File: src/logic/svm_regs.vh
// Register map, field positions, reset values and timing for the supply monitor
`ifndef SVM_REGS_VH
`define SVM_REGS_VH

// Register bus geometry
`define SVM_ADDR_W           4
`define SVM_DATA_W           8

// Register offsets
`define SVM_OFF_CONTROL      4'h0
`define SVM_OFF_MFI          4'h1
`define SVM_OFF_IRQ_STATUS   4'h2
`define SVM_OFF_IRQ_MASK     4'h3

// Supply monitor control fields
`define SVM_CTL_THR_LSB      0
`define SVM_CTL_THR_MSB      2
`define SVM_CTL_ENABLE_BIT   4
`define SVM_CTL_FLAG_BIT     5

// Multi-function interrupt register fields
`define SVM_MFI_ENABLE_BIT   0
`define SVM_MFI_FLAG_BIT     4

// Event status and mask fields
`define SVM_EVT_LOW_BIT      0
`define SVM_EVT_IRQSET_BIT   1
`define SVM_EVT_SETTLED_BIT  2
`define SVM_EVT_W            3

// Reset values
`define SVM_RST_THR          3'h0
`define SVM_RST_ENABLE       1'h0
`define SVM_RST_MFI_ENABLE   1'h0
`define SVM_RST_MFI_FLAG     1'h0
`define SVM_RST_EVT          3'h0

// Timing
`define SVM_CLK_NS           8
`define SVM_SETTLE_US        100
`define SVM_QUALIFY_US       60
// Cycle counts of the two delays above at the 8 ns clock
`define SVM_SETTLE_CYC       16'd12500
`define SVM_QUALIFY_CYC      16'd7500
`define SVM_CNT_W            16

`endif

File: src/logic/svm_delay.v
// Qualifying delay: done rises after run has held high for LIMIT cycles
`default_nettype none

module svm_delay #(
  parameter             CNT_W = 16,
  parameter [CNT_W-1:0] LIMIT = 16'h0001
) (
  input  wire core_clk_i,
  input  wire rst_n_i,
  input  wire run_i,
  output reg  done_o
);

  reg  [CNT_W-1:0] count;

  // Any drop of run restarts the wait from zero
  always @(posedge core_clk_i) begin
    if (!rst_n_i) begin
      count  <= {CNT_W{1'b0}};
      done_o <= 1'b0;
    end else if (!run_i) begin
      count  <= {CNT_W{1'b0}};
      done_o <= 1'b0;
    end else if (!done_o) begin
      if (count == LIMIT - {{(CNT_W-1){1'b0}}, 1'b1}) begin
        done_o <= 1'b1;
      end else begin
        count <= count + {{(CNT_W-1){1'b0}}, 1'b1};
      end
    end
  end

endmodule // svm_delay

`default_nettype wire

File: src/logic/svm_top.v
// Supply monitor control, low-supply flag, qualified request and wake-up
//
// Overview of operation
// - Detector powered only while the enable bit is one; clearing it powers off.
// - Three-bit threshold field picks one of eight rising trip voltages.
// - Low-supply flag reads one while the detector is powered and supply is below the selected threshold.
// - In sleep the detector is held off whatever the enable bit says.
// - Request flag is set by hardware only after the flag stays high the qualify delay; a write of one to its bit also sets it.
// - Request leaves through a multi-function interrupt, not a primary vector.
// - A request newly set by hardware wakes the device out of idle; one set by a write does not.
// - Request flag and its enable bit share the multi-function register.
`include "svm_regs.vh"
`default_nettype none

module svm_top #(
  parameter [`SVM_CNT_W-1:0] SETTLE_CYC  = `SVM_SETTLE_CYC,
  parameter [`SVM_CNT_W-1:0] QUALIFY_CYC = `SVM_QUALIFY_CYC
) (
  input  wire                   core_clk_i,
  input  wire                   rst_n_i,
  // Register port
  input  wire [`SVM_ADDR_W-1:0] reg_addr_i,
  input  wire [`SVM_DATA_W-1:0] reg_wdata_i,
  input  wire                   reg_wr_i,
  input  wire                   reg_rd_i,
  output reg  [`SVM_DATA_W-1:0] reg_rdata_o,
  // Analog comparator side
  input  wire                   comp_low_i,
  output reg                    detector_power_o,
  output reg  [2:0]             trip_voltage_o,
  // Power state from the system controller
  input  wire                   sleep_i,
  input  wire                   idle_i,
  // Towards the interrupt controller and power manager
  output reg                    mfi_request_o,
  output reg                    wake_o,
  output reg                    irq_o
);

  // ---------------------------------------------------------------
  // Comparator output synchroniser
  // ---------------------------------------------------------------
  reg                   comp_meta;
  reg                   comp_sync;

  always @(posedge core_clk_i) begin
    if (!rst_n_i) begin
      comp_meta <= 1'b0;
      comp_sync <= 1'b0;
    end else begin
      comp_meta <= comp_low_i;
      comp_sync <= comp_meta;
    end
  end

  // ---------------------------------------------------------------
  // Register decode
  // ---------------------------------------------------------------
  wire                  wr_control;
  wire                  wr_mfi;
  wire                  wr_status;
  wire                  wr_mask;

  assign wr_control = reg_wr_i && (reg_addr_i == `SVM_OFF_CONTROL);
  assign wr_mfi     = reg_wr_i && (reg_addr_i == `SVM_OFF_MFI);
  assign wr_status  = reg_wr_i && (reg_addr_i == `SVM_OFF_IRQ_STATUS);
  assign wr_mask    = reg_wr_i && (reg_addr_i == `SVM_OFF_IRQ_MASK);

  // ---------------------------------------------------------------
  // Supply monitor control register
  // ---------------------------------------------------------------
  reg                   detector_enable;
  reg  [2:0]            threshold_select;

  always @(posedge core_clk_i) begin
    if (!rst_n_i) begin
      detector_enable  <= `SVM_RST_ENABLE;
      threshold_select <= `SVM_RST_THR;
    end else if (wr_control) begin
      detector_enable  <= reg_wdata_i[`SVM_CTL_ENABLE_BIT];
      threshold_select <=
        reg_wdata_i[`SVM_CTL_THR_MSB:`SVM_CTL_THR_LSB];
    end
  end

  // Sleep overrides the enable bit
  wire                  detector_active;

  assign detector_active = detector_enable && !sleep_i;

  // Code 0 is the lowest trip level, code 7 the highest
  always @(posedge core_clk_i) begin
    if (!rst_n_i) begin
      detector_power_o <= 1'b0;
      trip_voltage_o   <= `SVM_RST_THR;
    end else begin
      detector_power_o <= detector_active;
      trip_voltage_o   <= threshold_select;
    end
  end

  // ---------------------------------------------------------------
  // Low-supply flag
  // ---------------------------------------------------------------
  // An unpowered comparator output is meaningless, so it reads zero.
  // No hysteresis or filtering: slow drift near the threshold gives
  // repeated transitions.
  wire                  low_supply_flag;

  assign low_supply_flag = comp_sync && detector_active;

  // ---------------------------------------------------------------
  // Settle and qualify timers
  // ---------------------------------------------------------------
  wire                  settled;
  wire                  qualified;

  // Informs software that the settle time after enabling has passed
  svm_delay #(
    .CNT_W (`SVM_CNT_W),
    .LIMIT (SETTLE_CYC)
  ) u_settle (
    .core_clk_i (core_clk_i),
    .rst_n_i    (rst_n_i),
    .run_i      (detector_active),
    .done_o     (settled)
  );

  // The flag must hold high for the whole qualify time
  svm_delay #(
    .CNT_W (`SVM_CNT_W),
    .LIMIT (QUALIFY_CYC)
  ) u_qualify (
    .core_clk_i (core_clk_i),
    .rst_n_i    (rst_n_i),
    .run_i      (low_supply_flag),
    .done_o     (qualified)
  );

  // ---------------------------------------------------------------
  // Edge detection on internal levels
  // ---------------------------------------------------------------
  reg                   low_flag_d;
  reg                   settled_d;
  reg                   qualified_d;
  wire                  low_rise;
  wire                  settled_rise;
  wire                  qualify_rise;

  always @(posedge core_clk_i) begin
    if (!rst_n_i) begin
      low_flag_d  <= 1'b0;
      settled_d   <= 1'b0;
      qualified_d <= 1'b0;
    end else begin
      low_flag_d  <= low_supply_flag;
      settled_d   <= settled;
      qualified_d <= qualified;
    end
  end

  assign low_rise     = low_supply_flag && !low_flag_d;
  assign settled_rise = settled && !settled_d;
  assign qualify_rise = qualified && !qualified_d;

  // ---------------------------------------------------------------
  // Multi-function interrupt register: enable and request flag
  // ---------------------------------------------------------------
  reg                   low_supply_irq_enable;
  reg                   low_supply_irq_flag;
  reg                   next_irq_flag;
  wire                  hw_flag_set;

  // Hardware sets the flag once per qualified low-supply episode
  assign hw_flag_set = qualify_rise;

  always @* begin
    next_irq_flag = low_supply_irq_flag;
    if (wr_mfi) begin
      next_irq_flag = reg_wdata_i[`SVM_MFI_FLAG_BIT];
    end
    // A hardware set in the same cycle beats a software clear
    if (hw_flag_set) begin
      next_irq_flag = 1'b1;
    end
  end

  always @(posedge core_clk_i) begin
    if (!rst_n_i) begin
      low_supply_irq_enable <= `SVM_RST_MFI_ENABLE;
      low_supply_irq_flag   <= `SVM_RST_MFI_FLAG;
    end else begin
      if (wr_mfi) begin
        low_supply_irq_enable <= reg_wdata_i[`SVM_MFI_ENABLE_BIT];
      end
      low_supply_irq_flag <= next_irq_flag;
    end
  end

  // Only a fresh hardware set may wake; a flag already high does not
  always @(posedge core_clk_i) begin
    if (!rst_n_i) begin
      wake_o        <= 1'b0;
      mfi_request_o <= 1'b0;
    end else begin
      wake_o        <= hw_flag_set && !low_supply_irq_flag
                       && idle_i;
      mfi_request_o <= next_irq_flag
                       && low_supply_irq_enable;
    end
  end

  // ---------------------------------------------------------------
  // Event status and mask
  // ---------------------------------------------------------------
  reg  [`SVM_EVT_W-1:0] evt_status;
  reg  [`SVM_EVT_W-1:0] evt_mask;
  reg  [`SVM_EVT_W-1:0] next_evt_status;
  wire [`SVM_EVT_W-1:0] evt_set;

  assign evt_set = {settled_rise, hw_flag_set, low_rise};

  always @* begin
    next_evt_status = evt_status;
    if (wr_status) begin
      next_evt_status = evt_status & ~reg_wdata_i[`SVM_EVT_W-1:0];
    end
    next_evt_status = next_evt_status | evt_set;
  end

  always @(posedge core_clk_i) begin
    if (!rst_n_i) begin
      evt_status <= `SVM_RST_EVT;
      evt_mask   <= `SVM_RST_EVT;
      irq_o      <= 1'b0;
    end else begin
      evt_status <= next_evt_status;
      if (wr_mask) begin
        evt_mask <= reg_wdata_i[`SVM_EVT_W-1:0];
      end
      irq_o <= |(next_evt_status & (wr_mask ?
               reg_wdata_i[`SVM_EVT_W-1:0] : evt_mask));
    end
  end

  // ---------------------------------------------------------------
  // Read path
  // ---------------------------------------------------------------
  reg  [`SVM_DATA_W-1:0] next_rdata;

  always @* begin
    next_rdata = {`SVM_DATA_W{1'b0}};
    if (reg_rd_i) begin
      case (reg_addr_i)
        `SVM_OFF_CONTROL: begin
          next_rdata[`SVM_CTL_THR_MSB:`SVM_CTL_THR_LSB] = threshold_select;
          next_rdata[`SVM_CTL_ENABLE_BIT] = detector_enable;
          next_rdata[`SVM_CTL_FLAG_BIT]   = low_supply_flag;
        end
        `SVM_OFF_MFI: begin
          next_rdata[`SVM_MFI_ENABLE_BIT] = low_supply_irq_enable;
          next_rdata[`SVM_MFI_FLAG_BIT]   = low_supply_irq_flag;
        end
        `SVM_OFF_IRQ_STATUS: begin
          next_rdata[`SVM_EVT_W-1:0] = evt_status;
        end
        `SVM_OFF_IRQ_MASK: begin
          next_rdata[`SVM_EVT_W-1:0] = evt_mask;
        end
        default: begin
          next_rdata = {`SVM_DATA_W{1'b0}};
        end
      endcase
    end
  end

  // Data stand only in the cycle after the read strobe
  always @(posedge core_clk_i) begin
    if (!rst_n_i) begin
      reg_rdata_o <= {`SVM_DATA_W{1'b0}};
    end else begin
      reg_rdata_o <= next_rdata;
    end
  end

endmodule // svm_top

`default_nettype wire

File: config.mk
export PLATFORM = sky130hd
export DESIGN_NAME = svm_top
export DESIGN_NICKNAME = d
export VERILOG_FILES = /design/src/logic/svm_delay.v /design/src/logic/svm_top.v
export VERILOG_INCLUDE_DIRS = /design/src /design/src/logic
export SDC_FILE = /design/constraint.sdc
export NUM_CORES = 1
export LEC_CHECK = 0
export ABC_AREA = 0
export BUFFER_PORTS_ARGS = -buffer_cell sky130_fd_sc_hd__buf_2
export CORE_AREA = 2 2 77 79
export CTS_CLUSTER_DIAMETER = 200
export DETAILED_ROUTE_END_ITERATION = 16
export DIE_AREA = 0 0 79 81
export PLACE_DENSITY = 0.69
export SLEW_MARGIN = 20
export SYNTH_ARGS = -nofsm -noshare
export SYNTH_HDL_FRONTEND = slang
export SYNTH_SLANG_ARGS = --single-unit
File: constraint.sdc
create_clock -name core_clk_i -period 2.7 [get_ports core_clk_i]
set_input_delay 0.81 -clock core_clk_i [delete_from_list [all_inputs] [get_ports core_clk_i]]
set_output_delay 0.81 -clock core_clk_i [all_outputs]
set_load 0.02 [all_outputs]
* After elaboration in Yosys (flattened, before gate mapping) *
Index checks and enable logic that the tools add are counted.

storage, ports and cells
  flip-flop bits (word level) = 66
  bits of input ports = 19
  output and inout port bits = 15
  logic and storage cells = 74

operators by class
  $add $sub $neg = 2
  eq/ne operators = 5
  multiplexer cells = 11
  bitwise logic cells = 8
  reductions and logical operators = 25

operators by type and width
  operator                                                                 count
  16-bit by 1-bit adder with 16-bit output, second input constant          2
  16-bit by 13-bit equality test with 1-bit output, second input constant  1
  16-bit by 14-bit equality test with 1-bit output, second input constant  1
  1-bit logical AND                                                        12
  2-bit AND reduction                                                      5
  4-bit by 2-bit equality test with 1-bit output, second input constant    2
  3-bit bitwise AND                                                        2
  1-bit 2-to-1 mux                                                         6
  3-bit 2-to-1 mux                                                         2
  2-bit case mux with 3 select lines                                       1
  1-bit zero test                                                          5
  4-bit by 1-bit equality test with 1-bit output, second input constant    1
  4-bit zero test                                                          1
  1-bit inverter                                                           4
  1-bit case mux with 4 select lines                                       1
  3-bit inverter                                                           1
  3-bit bitwise OR                                                         1
  3-bit AND reduction                                                      1
  3-bit OR reduction                                                       1
  1-bit case mux with 2 select lines                                       1

* Longest topological paths before layout *
  word-level depth = 7
  gate-level depth with buffers = 6
  depth with buffers taken out = 5

* Cells and area by module *
Synthesis repeated with hierarchy kept, for this count alone.

second synthesis, totals
  cell total of the unflattened synthesis = 299
  area total of the unflattened synthesis = 2,831.5 um^2

modules (own cells, without submodules)
  module                 instances  cells each  area an instance (um^2)  seq. area each (um^2)
  svm_top                1          116         1,156.1                  580.6
  svm_delay (u_qualify)  1          88          847.1                    340.3
  svm_delay (u_settle)   1          95          828.3                    340.3

* Worst setup path after synthesis *
OpenSTA, ideal clock, no wires.

  path type = input to register
  from = input port reg_addr_i[0]
  to = register irq_o
  setup time = 0.134 ns
  arrival time = 1.982 ns
  required time = 2.566 ns
  setup slack = 0.584 ns
  cell stages on the path = 6
  buffers on the path = 2
  cells stage by stage = buf_4 or3b_1 clkbuf_1 or2_1 mux2i_1 o221ai_1

between the ends
  word-level cells in the longest chain between the ends = 6
  elaborated cells on any way between the ends = 9
  classes of those cells = eq/ne: 2; mux: 2; bitwise: 2; reduce/logical: 3

ends and longest elaborated chain
  element                                         line           source
  from (decl)                                     svm_top.v:22   input wire [`SVM_ADDR_W-1:0] reg_addr_i,
  4-bit by 2-bit equality test with 1-bit output  --
  1-bit logical AND                               svm_top.v:66   assign wr_status = reg_wr_i && (reg_addr_i == `SVM_OFF_IRQ_STATUS);
  3-bit 2-to-1 mux                                svm_top.v:225  if (wr_status) begin
  3-bit bitwise OR                                svm_top.v:228  next_evt_status = next_evt_status | evt_set;
  3-bit bitwise AND *                             svm_top.v:241  irq_o <= |(next_evt_status & (wr_mask ?
  3-bit OR reduction *                            svm_top.v:241
  to (signal assigned)                            svm_top.v:241
  to (decl)                                       svm_top.v:37   output reg irq_o

Mark *: on every way between the ends. The rest lies on a longest branch, timed or not.
A chain may end at the register's enable or synchronous reset.

* Worst setup path after layout *
Ends and elaborated chain as after synthesis.

==> impl_metrics.yaml <==
routing:
  dr.pass1.iters: 5
  ant_nets: 0
  vias: 2124
  dr.first_iter.drc_count: 172
  wl_um: 5160
  wl_per_cell_um: 13.0
  drc_errors: 0
  routed_via_density: 5.34
placement:
  dp.cells: 382
  dp_hpwl_um: 3590
  io_buffers: 26
  gp_congestion: 0.797
critical_path:
  cp_top_family: "simple AND/OR/NAND/NOR gates"
  worst-path-buf-inv: 1
  worst-path-max-fanout: 9
  max_stage_delay_ns: 0.47
  crit_chain: "buf_2 > or3b_1 > or2_1 > mux2i_1 > o221ai_1"
  slowest_stage: "or3b_1"
  worstPathRequired_ns: 2.91
  cp-end-kind: "flop"
  crit_type: "in2reg"
  cp.arrival_ns: 2.11
  start_kind: "input port"
grt:
  grt-ovfl-total: 0
  grt_max_degree: 19
  grt_pass1_wl_um: 8710
  grt_pass1_vias: 2019
  track_usage_pct: 17.5
  antenna_found_initial: 0
synth:
  ys.flop_type: "dfxtp_1"
  seq_area_frac_synth_pct: 46.8
  syn_area_um2: 2690
  synthArstFlopShare_pct: 0
  synthDistinctLibCells: 51
  syn_avg_cell_area_um2: 9.28
  ys_seq_elements: 63
  yosys_warnings: 0
  synth_edf_count: 0
  syn_inst: 290
floorplanning:
  rows: 28
  start_util_pct: 47.4
  die_h_um: 81
  io_pins: 34
  dieArea_um2: 6400
  fp.dieW_um: 79
  core_region_area_um2: 5680
clock_network:
  clockBufferDepth: 2
  cts_made_buffers: 9
  tritoncts: "built"
  clk_latency_ns: 0.33
  cts_resized: 0
  cts.clk_slew.worst_paths_ns: 0.07
  cts-htree-levels: 3
  root_buffer: "clkbuf_8"
  cts_hold_buf: 0
  cts_setup_buffers: 0
  clkSinkCount: 63
pwr:
  max-vdd-ir-drop_uv: 383
  p_leak_nw: 1.14
  power.density_nw_per_um2: 546
cells_and_area:
  final_cell_count_no_fill: 398
  diodes: 0
  area_delta_synth_final_pct: 12.5
  fillers: 532
  nets: 339
  drive_gt1_share_pct: 14.6
timing:
  finClkSkew_ns: 0.00691
  rsz0062_at_grt: "false"
  setup_viol: 0
  relSlewSlack_pct: 65.7
  tightestPinTransition_ns: 0.507
  period_minus_slack_ns: 1.90
  slew_viol_final: 0
  max_freq_mhz: 525
  hold_viol: 0
  finalCritPeriodShare_pct: 70.5
  tns_ns: 0
min_path:
  hp-class: "reg2reg"
run:
  drv_cap: 0
status:
  status: "finished clean"
-- worst paths after layout --
check,startpoint,to,slack [ns],cells past startpoint
worst max-delay path,reg_addr_i[0],irq_o$_SDFF_PN0_,0.80,5
worst min-delay path,comp_meta$_SDFF_PN0_,comp_sync$_SDFF_PN0_,0.45,1
worst min register to register,comp_meta$_SDFF_PN0_,comp_sync$_SDFF_PN0_,0.45,1
worst max register to register,u_settle.done_o$_SDFF_PN0_,u_settle.count[12]$_SDFFE_PN0P_,0.91,4
-- sequential cells by signal, indices dropped and copies added (netlist names), 3 cells and up --
| signal | cells |
|---|---|
| evt_status | 3 |
| trip_voltage_o | 3 |
| u_settle.count | 16 |
| reg_rdata_o | 5 |
| evt_mask | 3 |
| threshold_select | 3 |
| u_qualify.count | 16 |
-- area by class of cell --
type,count,area [um^2],area share (%)
Clock inverter,4,22.5,0.744
Sequential cell,63,1260,41.7
Inverter,9,33.8,1.12
Clock buffer,12,135,4.46
Multi-Input combinational cell,206,1330,43.9
Tap cell,75,93.8,3.10
Timing Repair Buffer,29,153,5.04
-- where the power goes --
| part | switching (mW) | leakage, nW | internal [mW] |
|---|---|---|---|
| combinational | 0.0280 | 0.553 | 0.0167 |
| clock | 0.345 | 0.0801 | 0.329 |
| sequential | 0.00205 | 0.508 | 0.933 |
-- per-stage QoR --
step | setup slack (ns) | hold slack [ns] | util [%] | power [mW] | instance area [um^2]
floorplan | 0.584 | 0.412 | - | 0.986 | 2700
global placement | 0.453 | 0.439 | 50.6 | 1.00 | 2870
detailed placement | 0.450 | 0.427 | 50.6 | 1.00 | 2870
CTS | 0.810 | 0.460 | 53.4 | 1.68 | 3030
global route | 0.693 | 0.485 | 53.4 | 1.72 | 3030
finish | 0.796 | 0.449 | 53.4 | 1.65 | 3030
-- placed cells by master (no fill, tap or decap), types with 8 or more instances in the layout --
master,Yosys,layout
dfxtp_1,63,63
nor2_1,32,32
buf_2,1,26
a21oi_1,16,16
nand2_1,15,15
or3_1,9,9
and2_1,9,9
mux2i_1,9,9
clkbuf_8,0,9
xor2_1,8,8
-- kinds of logic after synthesis --
logic type,Yosys count,synth area share (%)
simple gates,129,28.0
flops,63,46.8
compound gates,46,10.4
buf+inv,23,4.09
xor+xnor,14,4.55
mux,12,5.02
fa+ha+maj,2,0.929
other cells,1,0.139
-- layer usage --
metal	share of wire [%]	track usage [%]	wire, um	vias up
met5	0	0	0	-
met4	1.8	7.93	91	0
met3	4.9	6.56	251	10
met2	47	29.2	2410	44
met1	47	20.1	2410	981
li1	-	-	-	1089
-- worst register-to-register path: stages (launching register included) --
cell and delay, ns:
dfxtp_1 0.38, and4b_1 0.32, nand4_1 0.35, or4_1 0.52
a21oi_1 0.14
-- synthesized netlist by cell type, drive strengths merged (2+ instances only) --
cell type | instances | area [um^2]
a41oi | 3 | 26.3
ha | 2 | 25.0
nand3b | 3 | 22.5
a21oi | 16 | 80.1
xor2 | 8 | 70.1
a22oi | 2 | 15.0
or3 | 9 | 56.3
and4 | 3 | 28.8
nand4b | 5 | 43.8
nand3 | 7 | 35.0
nor4b | 3 | 26.3
buf | 6 | 46.3
and2 | 9 | 56.3
nor3b | 3 | 22.5
o21a | 2 | 15.0
nor2b | 4 | 25.0
nand2b | 4 | 25.0
nor2 | 32 | 120
a31oi | 2 | 12.5
nand2 | 15 | 56.3
o21ai | 11 | 55.1
clkbuf | 8 | 30.0
or4 | 6 | 45.0
mux2i | 9 | 90.1
xnor2 | 6 | 52.6
o31ai | 6 | 45.0
and4b | 2 | 20.0
mux2 | 2 | 22.5
inv | 9 | 33.8
and3 | 3 | 18.8
or2 | 2 | 12.5
nor3 | 6 | 30.0
nand4 | 8 | 65.1
dfxtp | 63 | 1260
Power figures use the tool's default switching activity.
